### config.mk
export PLATFORM = sky130hd
export DESIGN_NAME = swpc_top
export DESIGN_NICKNAME = d
export VERILOG_FILES = /design/src/swpc_top.v
export VERILOG_INCLUDE_DIRS = /design/src
export SDC_FILE = /design/constraint.sdc
export NUM_CORES = 1
export LEC_CHECK = 0
export ABC_CLOCK_PERIOD_IN_PS = 8510
export BUFFER_PORTS_ARGS = -buffer_cell sky130_fd_sc_hd__buf_2
export CAP_MARGIN = 10
export CORE_MARGIN = 3
export CORE_UTILIZATION = 50
export CTS_CLUSTER_SIZE = 28
export DETAILED_ROUTE_END_ITERATION = 8
export PLACE_DENSITY_LB_ADDON = 0.25
export SLEW_MARGIN = 0
export SYNTH_ARGS = -nofsm -noshare
export SYNTH_HDL_FRONTEND = slang
export SYNTH_SLANG_ARGS = --single-unit
export TNS_END_PERCENT = 10
### constraint.sdc
create_clock -name core_clk_i -period 8.51 [get_ports core_clk_i]
set_clock_uncertainty 0.1 [all_clocks]
set_input_delay 0.851 -clock core_clk_i [delete_from_list [all_inputs] [get_ports core_clk_i]]
set_output_delay 0.851 -clock core_clk_i [all_outputs]
set_load 0.005 [all_outputs]
### src/swpc_map.vh
// swpc_map.vh: register offsets, field positions, reset values and timing
// counts for the sleep/wake power controller; definitions only.
`ifndef SWPC_MAP_VH
`define SWPC_MAP_VH
// ------------------------------------------------------------
// register byte offsets
// ------------------------------------------------------------
`define SWPC_OFF_CTRL 8'h00
`define SWPC_OFF_COUNT 8'h04
`define SWPC_OFF_CMPA 8'h08
`define SWPC_OFF_CMPB 8'h0c
`define SWPC_OFF_WREC 8'h10
`define SWPC_OFF_WCORE 8'h14
`define SWPC_OFF_STAT 8'h18
`define SWPC_OFF_PDIS 8'h38
`define SWPC_OFF_SER1 8'h40
// ------------------------------------------------------------
// control fields and reset values
// ------------------------------------------------------------
`define SWPC_CTRL_DS2 0
`define SWPC_CTRL_XTAL 1
`define SWPC_CTRL_PAUSE 2
`define SWPC_CTRL_EXP_LO 4
`define SWPC_CTRL_EXP_HI 7
`define SWPC_EXP_RST 4'h1
`define SWPC_PDIS_SER1 1
`define SWPC_WCORE_BIT 0
// ------------------------------------------------------------
// wake record bit positions
// ------------------------------------------------------------
`define SWPC_WK_GPIO 0
`define SWPC_WK_SER 1
`define SWPC_WK_ROUTABLE_IRQ_INPUT_D 2
`define SWPC_WK_DBG 3
`define SWPC_WK_SYS 4
`define SWPC_WK_CMPA 5
`define SWPC_WK_CMPB 6
`define SWPC_WK_WRAP 7
`define SWPC_WK_CORE 8
`define SWPC_WK_W 9
// ------------------------------------------------------------
// timing
// ------------------------------------------------------------
`define SWPC_CLK_MHZ 125
`define SWPC_RST_NS 64
`define SWPC_RST_CYC (`SWPC_RST_NS * `SWPC_CLK_MHZ / 1000)
`endif

### src/swpc_top.v
// swpc_top.v: power state sequencer, wake recorder, 32-bit sleep timer and
// serial controller 1 clock gate.
// assumes: wfi/sleepdeep/irq come from core logic on core_clk_i; debug
// requests, pins and slow timer clocks are asynchronous and sampled here.
// Functional notes
// [RULE1] idle sleep halts execution until interrupt, no power loss, no reset
// [RULE2] deep sleep 1 removes core power, sleep timer keeps counting
// [RULE3] deep sleep 2 like 1 but timer stopped, no timer wake; here a selected crystal keeps the timer counting
// [RULE4] deep sleep 0 keeps core power, peripherals held in reset
// [RULE5] wfi with deep bit clear idles; with bit set starts deep sleep
// [RULE6] deep request waits in pre-sleep until system power-up request clears
// [RULE7] deep wake restores power, resets processor, returns to running
// [RULE8] deep 1 and 2 wake on pin, serial wake pin or irq d change
// [RULE9] deep 1 and 2 wake on debug or system power-up request set
// [RULE10] timer compare a, b and wrap wake only in deep sleep 1
// [RULE11] core wake bit write wakes only in deep sleep 0
// [RULE12] wake sources recorded always, several may be recorded
// [RULE13] sleep timer is a 32-bit counter
// [RULE14] timer clock selects khz reference or crystal, khz after reset
// [RULE15] prescaler divides source by two to the programmed exponent; an exponent of zero divides by two here
// [RULE16] two compares and wrap each raise interrupt or wake event
// [RULE17] timer runs through debug halt unless pause option set
// [RULE18] rc off and no crystal in deep sleep stops timer and its wakes
// [RULE19] serial1 gate bit stops serial controller 1 clock
// [RULE20] software gates a peripheral only once it is idle
// [RULE21] gated peripheral registers ignore writes, reads hold last value
// [RULE22] debug power-up request set forces deep sleep 0
// [RULE23] rc oscillator restarts after wake from deep sleep 2
// [RULE24] serial1 gate is read-write bit one of peripheral disable
// [RULE25] counter increments per tick, rolls over to zero, flags wrap
//
// Decided for this implementation: the address map and the plain strobed port.
`include "swpc_map.vh"
`timescale 1ns/1ps
`default_nettype none
module swpc_top #(
  parameter GPIO_W = 16,
  parameter EXP_W = 4
) (
  input wire core_clk_i,
  input wire rst_n_i,
  input wire [7:0] addr_i,
  input wire [31:0] wdata_i,
  input wire wr_i,
  input wire rd_i,
  output reg [31:0] rdata_o,
  input wire wfi_i,
  input wire sleepdeep_i,
  input wire irq_i,
  input wire debug_halt_i,
  input wire dbg_pwrup_req_i,
  input wire sys_pwrup_req_i,
  input wire [GPIO_W-1:0] gpio_i,
  input wire serial_wake_pin_i,
  input wire routable_irq_input_d_i,
  input wire khz_reference_clock_i,
  input wire crystal_32k_clock_i,
  output reg cpu_idle_o,
  output reg core_pwr_en_o,
  output reg core_rst_n_o,
  output reg periph_rst_n_o,
  output reg low_freq_rc_osc_en_o,
  output reg serial1_clk_en_o,
  output reg [2:0] tmr_evt_o,
  output reg [31:0] sleep_count_o
);
  // ------------------------------------------------------------
  // states and sleep modes
  // ------------------------------------------------------------
  localparam [2:0] ST_RUN = 3'h0;
  localparam [2:0] ST_IDLE = 3'h1;
  localparam [2:0] ST_PRE = 3'h2;
  localparam [2:0] ST_SLEEP = 3'h3;
  localparam [2:0] ST_WAKE = 3'h4;
  localparam [1:0] MD_DS0 = 2'h0;
  localparam [1:0] MD_DS1 = 2'h1;
  localparam [1:0] MD_DS2 = 2'h2;
  localparam NS = GPIO_W + 6;
  localparam integer RST_CYC_I = `SWPC_RST_CYC;
  localparam [7:0] RST_CYC = RST_CYC_I[7:0];

  // ------------------------------------------------------------
  // input synchronisers
  // ------------------------------------------------------------
  // async inputs packed into one vector: three stages, change counted
  // only when stages two and three agree, which rejects a metastable hop
  wire [NS-1:0] raw = {crystal_32k_clock_i, khz_reference_clock_i,
    sys_pwrup_req_i, dbg_pwrup_req_i, routable_irq_input_d_i,
    serial_wake_pin_i, gpio_i};
  reg [NS-1:0] sy1;
  reg [NS-1:0] sy2;
  reg [NS-1:0] sy3;
  reg [NS-1:0] stab;
  reg [NS-1:0] chg;
  genvar gi;
  generate
    for (gi = 0; gi < NS; gi = gi + 1)
    begin : g_sync
      always @(posedge core_clk_i or negedge rst_n_i)
      begin
        if (!rst_n_i)
        begin
          sy1[gi] <= 1'b0;
          sy2[gi] <= 1'b0;
          sy3[gi] <= 1'b0;
          stab[gi] <= 1'b0;
          chg[gi] <= 1'b0;
        end
        else
        begin
          sy1[gi] <= raw[gi];
          sy2[gi] <= sy1[gi];
          sy3[gi] <= sy2[gi];
          chg[gi] <= 1'b0;
          if (sy2[gi] == sy3[gi])
          begin
            stab[gi] <= sy3[gi];
            chg[gi] <= (sy3[gi] != stab[gi]);
          end
        end
      end
    end
  endgenerate

  wire gpio_chg = |chg[GPIO_W-1:0];
  wire ser_chg = chg[GPIO_W];
  wire routable_irq_input_d_chg = chg[GPIO_W+1];
  wire dbg_req = stab[GPIO_W+2];
  wire sys_req = stab[GPIO_W+3];
  wire dbg_set = chg[GPIO_W+2] & stab[GPIO_W+2];
  wire sys_set = chg[GPIO_W+3] & stab[GPIO_W+3];
  wire khz_rise = chg[GPIO_W+4] & stab[GPIO_W+4];
  wire xtal_rise = chg[GPIO_W+5] & stab[GPIO_W+5];

  // ------------------------------------------------------------
  // registers written by software, and controller state
  // ------------------------------------------------------------
  reg ds2_sel;
  reg xtal_sel;
  reg pause_halt;
  reg [EXP_W-1:0] exp_n;
  reg [31:0] cmpa;
  reg [31:0] cmpb;
  reg ser1_gate;
  reg [31:0] ser1_cfg;
  reg [`SWPC_WK_W-1:0] wrec;
  reg [2:0] state;
  reg [1:0] mode;
  reg [7:0] rst_cnt;
  reg [14:0] pre_cnt;
  reg [31:0] count;

  wire wr_ctrl = wr_i && (addr_i == `SWPC_OFF_CTRL);
  wire wr_wrec = wr_i && (addr_i == `SWPC_OFF_WREC);
  wire core_wr = wr_i && (addr_i == `SWPC_OFF_WCORE) && wdata_i[`SWPC_WCORE_BIT];

  // control, compare and gate registers
  always @(posedge core_clk_i or negedge rst_n_i)
  begin
    if (!rst_n_i)
    begin
      ds2_sel <= 1'b0;
      xtal_sel <= 1'b0; // khz reference after reset [RULE14]
      pause_halt <= 1'b0; // keep running through a halt by default [RULE17]
      exp_n <= `SWPC_EXP_RST;
      cmpa <= 32'h0;
      cmpb <= 32'h0;
      ser1_gate <= 1'b0;
      ser1_cfg <= 32'h0;
    end
    else if (wr_i)
    begin
      if (addr_i == `SWPC_OFF_CTRL)
      begin
        ds2_sel <= wdata_i[`SWPC_CTRL_DS2];
        xtal_sel <= wdata_i[`SWPC_CTRL_XTAL]; // [RULE14]
        pause_halt <= wdata_i[`SWPC_CTRL_PAUSE];
        exp_n <= wdata_i[`SWPC_CTRL_EXP_HI:`SWPC_CTRL_EXP_LO];
      end
      else if (addr_i == `SWPC_OFF_CMPA)
        cmpa <= wdata_i;
      else if (addr_i == `SWPC_OFF_CMPB)
        cmpb <= wdata_i;
      else if (addr_i == `SWPC_OFF_PDIS)
        ser1_gate <= wdata_i[`SWPC_PDIS_SER1]; // [RULE24]
      else if (addr_i == `SWPC_OFF_SER1 && !ser1_gate)
        ser1_cfg <= wdata_i; // writes dropped while gated [RULE21]
    end
  end

  // ------------------------------------------------------------
  // sleep timer
  // ------------------------------------------------------------
  // the rc oscillator is off only in deep sleep 2; the khz reference is
  // derived from it, so only the crystal can keep the timer alive there
  wire rc_off = (state == ST_SLEEP) && (mode == MD_DS2);
  wire src_edge = xtal_sel ? xtal_rise : (khz_rise & ~rc_off); // [RULE18]
  wire tmr_run = src_edge & ~(pause_halt & debug_halt_i); // [RULE17]
  // tick when the low exp bits of the prescaler are all ones; exponent
  // zero is treated as one so the divide is never bypassed
  wire [EXP_W-1:0] exp_eff = (exp_n == {EXP_W{1'b0}}) ? {{(EXP_W-1){1'b0}}, 1'b1} : exp_n;
  wire [14:0] pmask = ~(15'h7fff << exp_eff);
  wire tick = tmr_run && ((pre_cnt & pmask) == pmask); // [RULE15]
  wire ev_cmpa = tick && (count == cmpa);
  wire ev_cmpb = tick && (count == cmpb);
  wire ev_wrap = tick && (count == 32'hffffffff);

  // prescaler and 32-bit counter
  always @(posedge core_clk_i or negedge rst_n_i)
  begin
    if (!rst_n_i)
    begin
      pre_cnt <= 15'h0;
      count <= 32'h0;
    end
    else if (tmr_run)
    begin
      pre_cnt <= pre_cnt + 15'h1; // [RULE15]
      if (tick)
        count <= count + 32'h1; // wraps all ones to zero [RULE13] [RULE25]
    end
  end

  // timer event pulses usable as interrupt requests by the core
  always @(posedge core_clk_i or negedge rst_n_i)
  begin
    if (!rst_n_i)
    begin
      tmr_evt_o <= 3'h0;
      sleep_count_o <= 32'h0;
    end
    else
    begin
      tmr_evt_o <= {ev_wrap, ev_cmpb, ev_cmpa}; // [RULE16]
      sleep_count_o <= count;
    end
  end

  // ------------------------------------------------------------
  // wake recording
  // ------------------------------------------------------------
  // recorded in every state, so several sources can pile up between the
  // first wake event and the core running again
  wire [`SWPC_WK_W-1:0] wk_evt = {core_wr, ev_wrap, ev_cmpb, ev_cmpa,
    sys_set, dbg_set, routable_irq_input_d_chg, ser_chg, gpio_chg}; // [RULE12]

  // write one to clear; a new event in the same cycle wins
  always @(posedge core_clk_i or negedge rst_n_i)
  begin
    if (!rst_n_i)
      wrec <= {`SWPC_WK_W{1'b0}};
    else if (wr_wrec)
      wrec <= (wrec & ~wdata_i[`SWPC_WK_W-1:0]) | wk_evt; // [RULE12]
    else
      wrec <= wrec | wk_evt; // [RULE12]
  end

  // ------------------------------------------------------------
  // wake qualification per sleep mode
  // ------------------------------------------------------------
  wire true_deep = (mode == MD_DS1) || (mode == MD_DS2);
  wire wk_pins = gpio_chg | ser_chg | routable_irq_input_d_chg; // [RULE8]
  wire wk_dbg = dbg_set | sys_set; // [RULE9]
  wire wk_tmr = ev_cmpa | ev_cmpb | ev_wrap;
  wire wake = (true_deep && (wk_pins || wk_dbg)) ||
    ((mode == MD_DS1) && wk_tmr) || // [RULE10]
    ((mode == MD_DS0) && core_wr); // [RULE11]

  // ------------------------------------------------------------
  // power state machine
  // ------------------------------------------------------------
  always @(posedge core_clk_i or negedge rst_n_i)
  begin
    if (!rst_n_i)
    begin
      state <= ST_RUN;
      mode <= MD_DS1;
      rst_cnt <= 8'h0;
    end
    else
    begin
      case (state)
        ST_RUN:
        begin
          if (wfi_i && !sleepdeep_i)
            state <= ST_IDLE; // [RULE5]
          else if (wfi_i && sleepdeep_i)
            state <= ST_PRE; // [RULE5]
        end
        ST_IDLE:
        begin
          if (irq_i)
            state <= ST_RUN; // [RULE1]
        end
        ST_PRE:
        begin
          // hold everything powered while the debugger accesses memory
          if (!sys_req) // [RULE6]
          begin
            state <= ST_SLEEP;
            if (dbg_req)
              mode <= MD_DS0; // [RULE22]
            else if (ds2_sel)
              mode <= MD_DS2; // [RULE3]
            else
              mode <= MD_DS1; // [RULE2]
          end
        end
        ST_SLEEP:
        begin
          if (wake)
          begin
            state <= ST_WAKE; // [RULE7]
            rst_cnt <= 8'h0;
          end
        end
        ST_WAKE:
        begin
          // power is back; keep the processor in reset for a while
          if (rst_cnt == RST_CYC - 8'h1)
            state <= ST_RUN; // [RULE7]
          else
            rst_cnt <= rst_cnt + 8'h1;
        end
        default:
          state <= ST_RUN;
      endcase
    end
  end

  // ------------------------------------------------------------
  // power, reset and clock outputs
  // ------------------------------------------------------------
  // registered from the current state and mode, the wake and the serial1 gate bit, so they follow them one cycle later
  always @(posedge core_clk_i or negedge rst_n_i)
  begin
    if (!rst_n_i)
    begin
      cpu_idle_o <= 1'b0;
      core_pwr_en_o <= 1'b1;
      core_rst_n_o <= 1'b1;
      periph_rst_n_o <= 1'b1;
      low_freq_rc_osc_en_o <= 1'b1;
      serial1_clk_en_o <= 1'b1;
    end
    else
    begin
      cpu_idle_o <= (state == ST_IDLE) || (state == ST_PRE); // [RULE1]
      // deep sleep 1 and 2 drop core power; deep sleep 0 keeps it [RULE4]
      core_pwr_en_o <= !((state == ST_SLEEP) && true_deep); // [RULE2]
      // reset only once the sleep state is reached, never in pre-sleep
      core_rst_n_o <= !((state == ST_SLEEP) || (state == ST_WAKE)); // [RULE7]
      // debug and interrupt-controller logic sits outside this reset
      periph_rst_n_o <= !((state == ST_SLEEP) || (state == ST_WAKE)); // [RULE4]
      // rc comes back as soon as the wake is taken [RULE23]
      low_freq_rc_osc_en_o <= !(rc_off && !wake); // [RULE3]
      serial1_clk_en_o <= !ser1_gate; // [RULE19]
    end
  end

  // ------------------------------------------------------------
  // register read port
  // ------------------------------------------------------------
  // data appear the cycle after the read strobe; unmapped reads give zero
  always @(posedge core_clk_i or negedge rst_n_i)
  begin
    if (!rst_n_i)
      rdata_o <= 32'h0;
    else if (!rd_i)
      rdata_o <= 32'h0;
    else if (addr_i == `SWPC_OFF_CTRL)
      rdata_o <= {24'h0, exp_n, 1'b0, pause_halt, xtal_sel, ds2_sel};
    else if (addr_i == `SWPC_OFF_COUNT)
      rdata_o <= count;
    else if (addr_i == `SWPC_OFF_CMPA)
      rdata_o <= cmpa;
    else if (addr_i == `SWPC_OFF_CMPB)
      rdata_o <= cmpb;
    else if (addr_i == `SWPC_OFF_WREC)
      rdata_o <= {{(32-`SWPC_WK_W){1'b0}}, wrec};
    else if (addr_i == `SWPC_OFF_STAT)
      rdata_o <= {24'h0, sys_req, dbg_req, 1'b0, mode, state};
    else if (addr_i == `SWPC_OFF_PDIS)
      rdata_o <= {30'h0, ser1_gate, 1'b0};
    else if (addr_i == `SWPC_OFF_SER1)
      rdata_o <= ser1_cfg; // frozen at gating [RULE21]
    else
      rdata_o <= 32'h0;
  end
endmodule // swpc_top
`default_nettype wire

==> results.md <==
* Min cycle time layout at 3890 ps
* Synth cell count leaders: 349 x dfrtp_1, 130 x mux2_2, 103 x nand2_1, 88 x nor2_1, 87 x xnor2_1
* CP arrival at 4200 ps
* Post-CTS Setup Inserts at 0
* Initial antenna violation count at 8
* CP Data Required Time at 8810 ps
* Hold Crit Class: register to register
* Die ar. at 0.0310 mm²
* Synthesized netlist cell count at 1148
* Mapped cell area at 0.0145 mm²
* Hold Path Depth at 0
* Final worst slack at 4620 ps
* Power density over the cells at 240 mW/mm²
* Synth top area cells: dfrtp_1 60%, mux2_2 10%, xnor2_1 5.3%, nand2_1 2.7%, nor2_1 2.3%
* CTS tree: done
* Reg2reg path depth at 10
* Share of flip-flops with an asynchronous set or reset at 100%
* Die height at 176 µm
* GP Congestion at 0.861
* Capturing point of the worst reg2reg path: count[30]
* Total power draw at 0.00406 W
* Area grow syn2layout at 17.0%
* Max Cap Viol at 0
* Total Neg Setup Slack at 0 ps
* Synth warnings at 0
* First-pass GRT wire length at 51800 µm
* GRT Util Overall at 21.2%
* Largest net degree at the start of global routing at 177
* Number of routed nets with antenna violations at 0
* Yosys top cell area share at 60.4%
* Clk slew on worst S/H paths at 60 ps
* Post-CTS sizing at 0
* Starting Density at 51.4%
* Distinct cell type count after synthesis at 65
* Leakage at 8.12 nW
* Insertion delay to the later sink of the worst-skew pair at 520 ps
* Post-synthesis register bit count at 355
* CTS root buf: clkbuf_16
* Layout cell share with drive strength beyond 1 at 28.2%
* Count leader, synth: dfrtp_1
* RSZ-0062 raised after global routing: false
* Width of the die at 176 µm
* Slew Limit Fails at 0
* Nets at 1355
* Status: completed
* Post-DP HPWL at 21900 µm
* Iteration count of the initial detailed-routing pass at 7
* DR iter-0 viols at 722
* I/O pin count at 143
* Worst slew pin tran at 980 ps
* DR vias/cell at 5.51
* Placement Setup Slack at 4130 ps
* Fin area at 0.0169 mm²
* CP max FO at 34
* GRT overflow at 0
* Vias in the first global route at 9276
* Critical path endpoint category: register
* Worst R2R Start: mode[0]
* Number of synthesized flops with an enable pin at 0
* Final setup fails at 0
* DRC Markers at 0
* H-tree depth at 2
* Fin. Hold Viols at 0
* Worst vdd ir at 198 µV
* CTS Buffer Depth at 3
* Max Clock Freq at 257 MHz
* R2r setup slk at 4790 ps
* Critical path class: input pin to register
* Final Cycle Share at 45.7%
* Post-Syn Nets at 1224
* Cell Rows at 61
* Avg Synthesized Cell Area at 12.6 µm²
* CTS Buf Count at 38
* Post-synthesis sequential area ratio at 61.5%
* Slew Limit Headroom at 34.7%
* Largest area contributor in the netlist: dfrtp_1
* Aggregate routed wire length at 32500 µm
* Worst setup SP type: input pin
* Placed Instance Area at 0.0155 mm²
* Vias after detailed routing at 9304
* Synth Flop Type: dfrtp_1
* PortBufs at 142
* WL per Instance at 19.3 µm
* Num Clock Sinks at 355
* Crit path launch: addr_i[3]
* Area of the core at 0.0282 mm²
* Crit path capture: ser1_cfg[7]
* # hold bufs at CTS at 0
## worst min path at each step
| stage | start | end | slack [ps] |
|---|---|---|---|
| finish | sy1[9] | sy2[9] | 240 |
| global route | sy1[12] | sy2[12] | 250 |
| CTS | sy1[9] | sy2[9] | 250 |
| detailed placement | sy1[12] | sy2[12] | 230 |
| global placement | sy1[20] | sy2[20] | 230 |
| floorplan | sy1[0] | sy2[0] | 230 |
## final cells by class
cell class	count	area [µm²]
Sequential cell	355	8890
Clock inverter	21	340
Multi-Input combinational cell	720	5280
Clock buffer	49	1090
Inverter	12	45.0
Fill cell	2301	11200
Timing Repair Buffer	152	808
Tap cell	378	473
Antenna cell	1	2.50
## power breakdown
| part | internal [W] | total [W] | switching [W] |
|---|---|---|---|
| Sequential | 0.00179 | 0.00190 | 0.000104 |
| Combinational | 0.000143 | 0.000325 | 0.000182 |
| Clock | 0.00118 | 0.00184 | 0.000662 |
## placed cells by master, fill, tap and decap left out, types with 11 or more instances in the layout
cell type    n
buf_2      141
nand4_1     28
xor2_1      22
nand3_1     30
a222oi_1    24
a22oi_1     14
inv_1       12
nand2_1    103
a21o_1      12
mux2_2     130
xnor2_1     87
maj3_1      18
clkbuf_16   41
nor4_1      11
nor2_1      86
dfrtp_1    349
o21ai_0     35
## stage by stage
step | util (%) | hold slack (ps) | instances
3_5_place_dp | 55.0 | 235 | 1616
3_3_place_gp | 55.0 | 232 | 1616
4_1_cts | 60.0 | 246 | 1686
2_1_floorplan | - | 231 | 1148
5_1_grt | 60.1 | 252 | 1688
6_report | 60.1 | 242 | 1688
## metal layers
| metal | wire [µm] | GRT usage [%] |
|---|---|---|
| met1 | 14300 | 30.0 |
| met2 | 14900 | 32.7 |
| met3 | 2240 | 4.80 |
| met4 | 1020 | 7.36 |
| met5 | 74 | 0 |
## state kept, by name, indices dropped and copies added, names as in the netlist, 8 cells and up
signal	count
rst_cnt	8
ser1_cfg	32
wrec	9
cmpa	32
pre_cnt	15
sy3	22
count	32
stab	20
rdata_o	32
sleep_count_o	32
cmpb	32
sy2	22
sy1	22
chg	20
## cells by family (layout without fill, tap and decap cells)
| logic type | count (synthesis) | in the layout | share of synthesized area [%] |
|---|---|---|---|
| other | 0 | 1 | 0 |
| xor gates and xnor gates | 110 | 110 | 6.71 |
| adders and majority gates | 24 | 24 | 1.76 |
| AOI/OAI and AO/OA | 133 | 133 | 6.82 |
| DFF | 355 | 355 | 61.5 |
| and+or+nand+nor | 322 | 322 | 10.9 |
| buffers and inverters | 73 | 234 | 2.13 |
| muxes | 131 | 131 | 10.2 |
## critical path: stages
cell and delay (ps):
buf_2 100, buf_4 260, nand2b_1 290, and4bb_2 930, nand3_1 870, buf_4 520, mux2_2 310
Power figures use the tool's default switching activity.
